[config.mk]
export PLATFORM = sky130hd
export DESIGN_NAME = ccr_control
export DESIGN_NICKNAME = d
export VERILOG_FILES = /design/src/logic/ccr_pkg.sv /design/src/logic/ccr_clkdiv.sv /design/src/logic/ccr_control.sv
export SDC_FILE = /design/constraint.sdc
export NUM_CORES = 1
export LEC_CHECK = 0
export BUFFER_PORTS_ARGS = -buffer_cell sky130_fd_sc_hd__buf_2
export CORE_AREA = 2 2 153 155
export DETAILED_ROUTE_END_ITERATION = 12
export DIE_AREA = 0 0 155 157
export HOLD_SLACK_MARGIN = 0.08
export PLACE_DENSITY_LB_ADDON = 0.05
export SYNTH_ARGS = -nofsm -noshare
export SYNTH_HDL_FRONTEND = slang
export SYNTH_SLANG_ARGS = --single-unit
export TNS_END_PERCENT = 10
[constraint.sdc]
create_clock -name clk -period 15.7 [get_ports clk]
set_input_delay 2.355 -clock clk [delete_from_list [all_inputs] [get_ports clk]]
set_output_delay 2.355 -clock clk [all_outputs]
set_load 0.05 [all_outputs]
[src/logic/ccr_pkg.sv]
package ccr_pkg;

  // ----------------------------------------------------------------
  // Register layout, fields numbered from the MSB:
  // field bit n sits at index [31-n]
  // ----------------------------------------------------------------
  localparam int          REG_W          = 32;
  localparam int          POS_ENABLE     = 31;
  localparam int          POS_PARITY     = 30;
  localparam int          POS_SIZE_HI    = 29;
  localparam int          POS_SIZE_LO    = 28;
  localparam int          POS_RATIO_HI   = 27;
  localparam int          POS_RATIO_LO   = 25;
  localparam int          POS_RAMT_HI    = 24;
  localparam int          POS_RAMT_LO    = 23;
  localparam logic [31:0] RESET_VALUE    = 32'h0000_0000;
  localparam logic [31:0] WRITABLE_MASK  = 32'hff80_0000;

  // ----------------------------------------------------------------
  // Clock ratio codes, then L2 periods in half core cycles per code
  // ----------------------------------------------------------------
  localparam logic [2:0]  RATIO_OFF      = 3'h0;
  localparam logic [2:0]  RATIO_1        = 3'h1;
  localparam logic [2:0]  RATIO_1P5      = 3'h2;
  localparam logic [2:0]  RATIO_RSV0     = 3'h3;
  localparam logic [2:0]  RATIO_2        = 3'h4;
  localparam logic [2:0]  RATIO_2P5      = 3'h5;
  localparam logic [2:0]  RATIO_3        = 3'h6;
  localparam logic [2:0]  RATIO_RSV1     = 3'h7;
  localparam logic [2:0]  HALVES_1       = 3'h2;
  localparam logic [2:0]  HALVES_1P5     = 3'h3;
  localparam logic [2:0]  HALVES_2       = 3'h4;
  localparam logic [2:0]  HALVES_2P5     = 3'h5;
  localparam logic [2:0]  HALVES_3       = 3'h6;

  // ----------------------------------------------------------------
  // Data path
  // ----------------------------------------------------------------
  localparam int          DATA_W         = 64;
  localparam int          PAR_W          = 8;
  localparam int          ADDR_W         = 17;

  typedef enum logic [1:0] {
    CCR_IDLE,
    CCR_ARMED,
    CCR_RUN
  } ccr_state_e;

  function automatic logic [2:0] ccr_halves(input logic [2:0] code);
    unique case (code)
      RATIO_1:   ccr_halves = HALVES_1;
      RATIO_1P5: ccr_halves = HALVES_1P5;
      RATIO_2:   ccr_halves = HALVES_2;
      RATIO_2P5: ccr_halves = HALVES_2P5;
      RATIO_3:   ccr_halves = HALVES_3;
      default:   ccr_halves = 3'h0;
    endcase
  endfunction : ccr_halves

endpackage : ccr_pkg

[src/logic/ccr_clkdiv.sv]
module ccr_clkdiv
  import ccr_pkg::*;
(
  input  wire logic       clk,
  input  wire logic       rst_n,
  input  wire logic [2:0] ratio,
  output logic            l2_tick,
  output logic            l2_clk_en,
  output logic            dll_enable
);

  // ----------------------------------------------------------------
  // Divider on half-cycle credits
  // ----------------------------------------------------------------
  // Fractional ratios are averaged: a tick every halves/2 cycles.
  logic [3:0] acc_r;
  logic [2:0] halves;
  logic [3:0] acc_nxt;

  always_comb begin
    halves  = ccr_halves(ratio);
    acc_nxt = acc_r + 4'h2;
  end

  always_ff @(posedge clk or negedge rst_n) begin
    if (!rst_n) begin
      acc_r   <= 4'h0;
      l2_tick <= 1'b0;
    end else if (halves == 3'h0) begin
      acc_r   <= 4'h0;
      l2_tick <= 1'b0;
    end else if (acc_nxt >= {1'b0, halves}) begin
      acc_r   <= acc_nxt - {1'b0, halves};
      l2_tick <= 1'b1;
    end else begin
      acc_r   <= acc_nxt;
      l2_tick <= 1'b0;
    end
  end

  always_ff @(posedge clk or negedge rst_n) begin
    if (!rst_n) begin
      l2_clk_en  <= 1'b0;
      dll_enable <= 1'b0;
    end else begin
      l2_clk_en  <= (halves != 3'h0);
      dll_enable <= (ratio != RATIO_OFF);
    end
  end
endmodule : ccr_clkdiv

[src/logic/ccr_control.sv]
// Notes on behaviour
// - Register reachable only in supervisor mode.
// - Hard or power-on reset clears all.
// - Enable starts caching at next transaction.
// - Parity enable: generate writes, check reads.
// - Parity disabled drives parity bits zero.
// - Ratio field divides core clock.
// - Ratio 000 stops clock, disables DLL.
// - Nonzero ratio enables DLL; runs clock except reserved 011 and 111.
// - One address per access, never burst.
module ccr_control
  import ccr_pkg::*;
(
  input  wire logic              clk,
  input  wire logic              reset_n,
  input  wire logic              hard_reset_n,
  input  wire logic              supervisor,
  input  wire logic              reg_write,
  input  wire logic              reg_read,
  input  wire logic [31:0]       reg_wdata,
  output logic      [31:0]       reg_rdata,
  output logic                   priv_fault,
  input  wire logic              txn_valid,
  input  wire logic              txn_write,
  input  wire logic [ADDR_W-1:0] txn_addr,
  input  wire logic [DATA_W-1:0] txn_wdata,
  output logic                   txn_ready,
  output logic                   txn_rvalid,
  output logic      [DATA_W-1:0] txn_rdata,
  output logic                   parity_error,
  output logic                   cache_active,
  output logic                   ram_sel,
  output logic                   ram_we,
  output logic      [ADDR_W-1:0] ram_addr,
  output logic      [DATA_W-1:0] ram_dout,
  output logic      [PAR_W-1:0]  ram_pout,
  input  wire logic [DATA_W-1:0] ram_din,
  input  wire logic [PAR_W-1:0]  ram_pin,
  output logic                   l2_tick,
  output logic                   l2_clk_en,
  output logic                   dll_enable
);

  // ----------------------------------------------------------------
  // Reset release
  // ----------------------------------------------------------------
  logic       rst_s1_r;
  logic       rst_n_r;
  logic       any_rst_n;

  assign any_rst_n = reset_n & hard_reset_n;

  always_ff @(posedge clk or negedge any_rst_n) begin
    if (!any_rst_n) begin
      rst_s1_r <= 1'b0;
      rst_n_r  <= 1'b0;
    end else begin
      rst_s1_r <= 1'b1;
      rst_n_r  <= rst_s1_r;
    end
  end

  // ----------------------------------------------------------------
  // Control register
  // ----------------------------------------------------------------
  logic [31:0] ctl_r;
  logic        wr_ok;
  logic        enable;
  logic        par_en;
  logic [2:0]  ratio;

  assign wr_ok  = reg_write & supervisor;
  assign enable = ctl_r[POS_ENABLE];
  assign par_en = ctl_r[POS_PARITY];
  assign ratio  = ctl_r[POS_RATIO_HI:POS_RATIO_LO];

  always_ff @(posedge clk or negedge rst_n_r) begin
    if (!rst_n_r) begin
      ctl_r <= RESET_VALUE;
    end else if (wr_ok) begin
      ctl_r <= reg_wdata & WRITABLE_MASK;
    end
  end

  // Read data is masked by privilege so user code learns nothing
  always_ff @(posedge clk or negedge rst_n_r) begin
    if (!rst_n_r) begin
      reg_rdata  <= 32'h0000_0000;
      priv_fault <= 1'b0;
    end else begin
      reg_rdata  <= (reg_read && supervisor) ? ctl_r : 32'h0000_0000;
      priv_fault <= (reg_read | reg_write) & ~supervisor;
    end
  end

  // ----------------------------------------------------------------
  // L2 clock generation
  // ----------------------------------------------------------------
  ccr_clkdiv u_div (
    .clk        (clk),
    .rst_n      (rst_n_r),
    .ratio      (ratio),
    .l2_tick    (l2_tick),
    .l2_clk_en  (l2_clk_en),
    .dll_enable (dll_enable)
  );

  // ----------------------------------------------------------------
  // Enable sequencing
  // ----------------------------------------------------------------
  // Enable takes effect on a transaction boundary, never mid-access.
  ccr_state_e state_r;

  always_ff @(posedge clk or negedge rst_n_r) begin
    if (!rst_n_r) begin
      state_r <= CCR_IDLE;
    end else begin
      unique case (state_r)
        CCR_IDLE:  if (enable) state_r <= CCR_ARMED;
        CCR_ARMED: begin
          if (!enable) state_r <= CCR_IDLE;
          else if (txn_valid && txn_ready) state_r <= CCR_RUN;
        end
        CCR_RUN:   if (!enable) state_r <= CCR_IDLE;
      endcase
    end
  end

  // ----------------------------------------------------------------
  // RAM access, one address per beat
  // ----------------------------------------------------------------
  logic       active;
  logic       rd_pend_r;
  logic [7:0] gen_par;
  logic [7:0] chk_par;

  assign active       = (state_r == CCR_RUN) || (state_r == CCR_ARMED && txn_valid);
  assign cache_active = active;
  // Ready stays low from read strobe until data returns
  assign txn_ready    = enable & l2_clk_en & l2_tick & ~rd_pend_r & ~(ram_sel & ~ram_we);

  function automatic logic [7:0] ccr_parity(input logic [63:0] d);
    logic [7:0] p;
    p = 8'h00;
    for (int i = 0; i < PAR_W; i++) begin
      p[i] = ^d[i*8 +: 8];
    end
    return p;
  endfunction : ccr_parity

  assign gen_par = ccr_parity(txn_wdata);
  assign chk_par = ccr_parity(ram_din);

  always_ff @(posedge clk or negedge rst_n_r) begin
    if (!rst_n_r) begin
      ram_sel  <= 1'b0;
      ram_we   <= 1'b0;
      ram_addr <= '0;
      ram_dout <= '0;
      ram_pout <= '0;
    end else begin
      ram_sel <= txn_valid & txn_ready & active;
      ram_we  <= txn_valid & txn_ready & active & txn_write;
      if (txn_valid && txn_ready && active) begin
        ram_addr <= txn_addr;
        ram_dout <= txn_wdata;
        ram_pout <= par_en ? gen_par : 8'h00;
      end
    end
  end

  always_ff @(posedge clk or negedge rst_n_r) begin
    if (!rst_n_r) begin
      rd_pend_r    <= 1'b0;
      txn_rvalid   <= 1'b0;
      txn_rdata    <= '0;
      parity_error <= 1'b0;
    end else begin
      rd_pend_r    <= ram_sel & ~ram_we;
      txn_rvalid   <= rd_pend_r;
      parity_error <= rd_pend_r & par_en & (chk_par != ram_pin);
      if (rd_pend_r) txn_rdata <= ram_din;
    end
  end
endmodule : ccr_control

# --- After elaboration in Yosys (flattened, before gate mapping) ---
# Cells that the tools add are included.
classes:
  addsub: 2
  n_mul: 0
  n_div: 0
  magnitude_cmp: 1
  eq_ne: 11
  n_shift: 0
  n_mux: 12
  bitwise: 18
  reduce_logical: 26
ops:
  columns: ["operator", "n"]
  rows:
  - ["$reduce_xor 8->1", 16]
  - ["$mux 32", 1]
  - ["$pmux 3 s5", 1]
  - ["$and 1x1->1", 13]
  - ["$eq 3x3->1 const B", 3]
  - ["$mux 2", 4]
  - ["$mux 4", 2]
  - ["$mux 8", 1]
  - ["$ne 8x8->1", 1]
  - ["$pmux 2 s3", 1]
  - ["$reduce_bool 3->1", 2]
  - ["$add 4x2->4 const B", 1]
  - ["$ge 4x3->1", 1]
  - ["$logic_and 1x1->1", 4]
  - ["$ne 2x2->1 const B", 2]
  - ["$not 1->1", 4]
  - ["$sub 4x3->4", 1]
  - ["$eq 3x1->1 const B", 1]
  - ["$eq 3x2->1 const B", 1]
  - ["$logic_not 3->1", 1]
  - ["$ne 3x3->1 const B", 1]
  - ["$reduce_and 3->1", 1]
  - ["$eq 2x1->1 const B", 1]
  - ["$eq 2x2->1 const B", 1]
  - ["4 further kinds", 5]
word_totals:
  register_bits: 211
  latch_bits: 0
  mem_bits_rw: 0
  rom_bits: 0
  inputBits: 193
  out_inout_bits: 195
  elab_cells: 89
  n_memories: 0

# --- Depth between registers and ports, before layout ---
depth:
  depth_word: 8
  mapped_depth: 10
  mapped_depth_nobuf: 10

# --- Cells and area by module ---
# Synthesis repeated with hierarchy kept, for this count alone.
unflattened:
  cells_unflattened: 630
  hier_area_um2: 8469.4
modules_own_cells:
  columns: ["module", "instances", "cells_each", "area_each_um2", "seq_area_each_um2"]
  rows:
  - ["ccr_control", 1, 584, 7983.9, 4529.3]
  - ["ccr_clkdiv", 1, 46, 485.5, 175.2]

# --- Worst setup path before layout ---
# OpenSTA, ideal clock, no wires.
synth_timing:
  kind: "input to output"
  from: "input port txn_valid"
  to: "output port cache_active"
  t_arrival_ps: 2774
  required_time_ps: 13345
  path_slack_ps: 10571
  cell_stages: 1
  path_buffers: 0
  cell_sequence: "a21o_1"
synth_between:
  elab_chain_cells: 2
synth_lines:
  columns: ["element", "line", "source"]
  rows:
  - ["start: declaration", "ccr_control.sv:23", "input wire logic txn_valid,"]
  - ["$logic_and 1x1->1", "ccr_control.sv:137", "assign active = (state_r == CCR_RUN) || (state_r == CCR_ARMED && txn_valid);"]
  - ["$logic_or 1x1->1", "ccr_control.sv:137", null]
  - ["end: declaration", "ccr_control.sv:31", "output logic cache_active,"]
# No other way between the ends.

# --- Worst setup path in the final report ---
# Ends and elaborated chain as after synthesis.

==> metrics.csv <==
metric;value;unit
routed length on met1;8340;um
status;completed;
Top FF cell, synth;dfrtp_1;
maximum VDD drop;0.000116;V
Crit Path Class;primary input to primary output;
Synth area leaders;dfrtp_1, mux2_2, xnor2_1;
capturing point of the worst reg2reg path;ram_dout[47];
number of global-route vias before repair;5847;
Synth cell types;33;
Crit path buffers/inverters;2;
first-pass GRT wire length;31500;um
Hold Startpoint;rst_s1_r;
Core Box Area;22500;sq um
Mapped Avg Cell Area;13.4;sq um
register area share after synthesis;55.6;%
worst hold stages;0;
final worst slack;10.40;ns
PwrDens;228;nW/um^2
Iter 0 DRT Violations;213;
WHS Endpoint;rst_n_r;
port buffer count;341;
leakage;5.74;nW
postcts setup bufs;0;
Residual DRC;0;
NumNets Final;1176;
RR Startpoint;rd_pend_r;
Least-Margin Pin Slew;0.925;ns
clock skew;0.0118;ns
CP peak stage delay;0.29;ns
DRT antenna net count;0;
post-synth top area cell;dfrtp_1;
largest net degree at the start of global routing;71;
total power;2.49;mW
CTS Buffer Depth;2;
met2 routed WL;10400;um
max-cap check violation count;0;
PostCTS Resize Cnt;0;
die area;24300;sq um
Hold Buf Count CTS;0;
Synth async-reset ratio;100;%
most frequent cell on the critical path;buf_2;
Final period util;33.8;%
placed cell count;1241;
met3 wire len;1690;um
clk sink count;188;
CP Max Fanout;3;
iteration count of the initial detailed-routing pass;5;
most common cell after layout, fill and taps aside;buf_2;
Die X;155;um
Die Ht;157;um
Setup-failing EPs final;0;
reg2reg path depth;6;
most frequent cells in the layout;buf_2, dfrtp_1, mux2_2;
clock latency at the later pin of the worst-skew pair;0.43;ns
Total GRT Usage;16.9;%
minimum clock period;5.30;ns
flop2flop setup slack;12.60;ns
total grt overflow;0;
via density per instance;4.48;
FF+latch count, synth;188;
Starting Density;37.6;%
Synth Instances;631;
Final Slew Violations;0;
area grow syn2layout;29.2;%
Non-Filler Instances;1275;
critical path's slowest cell;buf_2;
post-place setup slack;10.40;ns
GP Congestion;0.752;
CP top delay family;buffers and inverters;
Yosys warning total;0;
row count;55;
Yosys top cell area share;55.6;%
ratio of cells with drive above 1 in the final layout;52.3;%
Routed WL;20700;um
Post-synth EDFFs;0;
final instance area;10900;sq um
Vias;5714;
Final TNS setup;0;ns
drt wl/cell;16.2;um
WHS;0.355;ns
Post-Place Cell Area;10300;sq um
fmax;189;MHz
TritonCTS clock tree;done;
TritonCTS Buffers;17;
CP Launch Type;primary input;
Ports;388;
dpl hpwl;15700;um
CP Capture Type;primary output;
Post-Syn Area;8450;sq um
clock root cell;clkbuf_16;
Req. time, crit path;13.35;ns
initial antenna violation count;2;
Slew headroom;38.3;%
Max Used Layer;met4;
CTS H-tree depth;4;
final hold violation count;0;
clock slew at reported path FFs;0.07;ns
RSZ-0062 raised after global routing;no;
crit-path cells;buf_2 -> a21o_1 -> buf_2;
hold crit path type;register to register;
Worst EP arrival;2.94;ns
final core occ;48.6;%
## worst reg2reg max path: cells and delay by family (launching register included)
kind / cells / cell delay, ns
flip-flops: 1 / 0.34
buffers and inverters: 2 / 1.45
multiplexers: 1 / 0.45
AND/OR/NAND/NOR: 3 / 0.75
## layer usage
layer  vias to the layer above  track usage [%]
li1                       2749                -
met1                      2736             19.8
met4                         0             5.95
met3                        18             5.75
met2                       211             29.0
met5                         -                0
## cells by family (layout without fill, tap and decap cells)
group | Yosys count | count (layout) | share of synthesized area (%)
AO/OA/AOI/OAI | 22 | 22 | 1.49
XOR/XNOR | 116 | 116 | 13.0
adder cells (fa/ha/maj) | 8 | 8 | 1.27
buffers and inverters | 51 | 386 | 4.19
flip-flops | 188 | 188 | 55.6
multiplexers | 141 | 141 | 19.0
other | 2 | 26 | 0.0888
AND/OR/NAND/NOR | 103 | 103 | 5.31
## synthesized netlist by cell type, types with 7 or more instances
cell type	number
a21oi_1	7
and3_1	9
buf_4	26
dfrtp_1	188
ha_1	7
inv_1	9
mux2_2	132
nand2_1	70
nor2_1	14
o21ai_0	10
xnor2_1	98
xor2_1	12
## how the worst max path moves through the flow
stage,startpoint,to,slack (ns),cells after the start
4_1_cts,txn_valid,cache_active,10.39,3
6_report,txn_valid,cache_active,10.40,3
3_3_place_gp,txn_valid,cache_active,10.40,3
3_5_place_dp,txn_valid,cache_active,10.40,3
2_1_floorplan,rst_n_r,ctl_r[23],10.07,0
5_1_grt,txn_valid,cache_active,10.38,3
## area by class of cell
class                           instances  area [sq um]
Fill cell                            2120         11600
Tap cell                              285           357
Inverter                                9          33.8
Clock buffer                           21           450
Antenna cell                            2          5.00
Sequential cell                       188          4710
Multi-Input combinational cell        414          3480
Timing Repair Buffer                  345          1740
Clock inverter                         11           155
## flip-flops by register name (all words and copies together) (netlist names), 2 cells and up
| signal | count |
|---|---|
| ram_pout | 8 |
| reg_rdata | 9 |
| state_r | 2 |
| ram_dout | 64 |
| ctl_r | 9 |
| u_div.acc_r | 4 |
| ram_addr | 17 |
| txn_rdata | 64 |
## power by group
group	switching [mW]	internal [mW]
registers	0.0927	0.677
logic	0.922	0.345
clock network	0.191	0.258
Note: power is estimated with default switching activity, not from simulation.
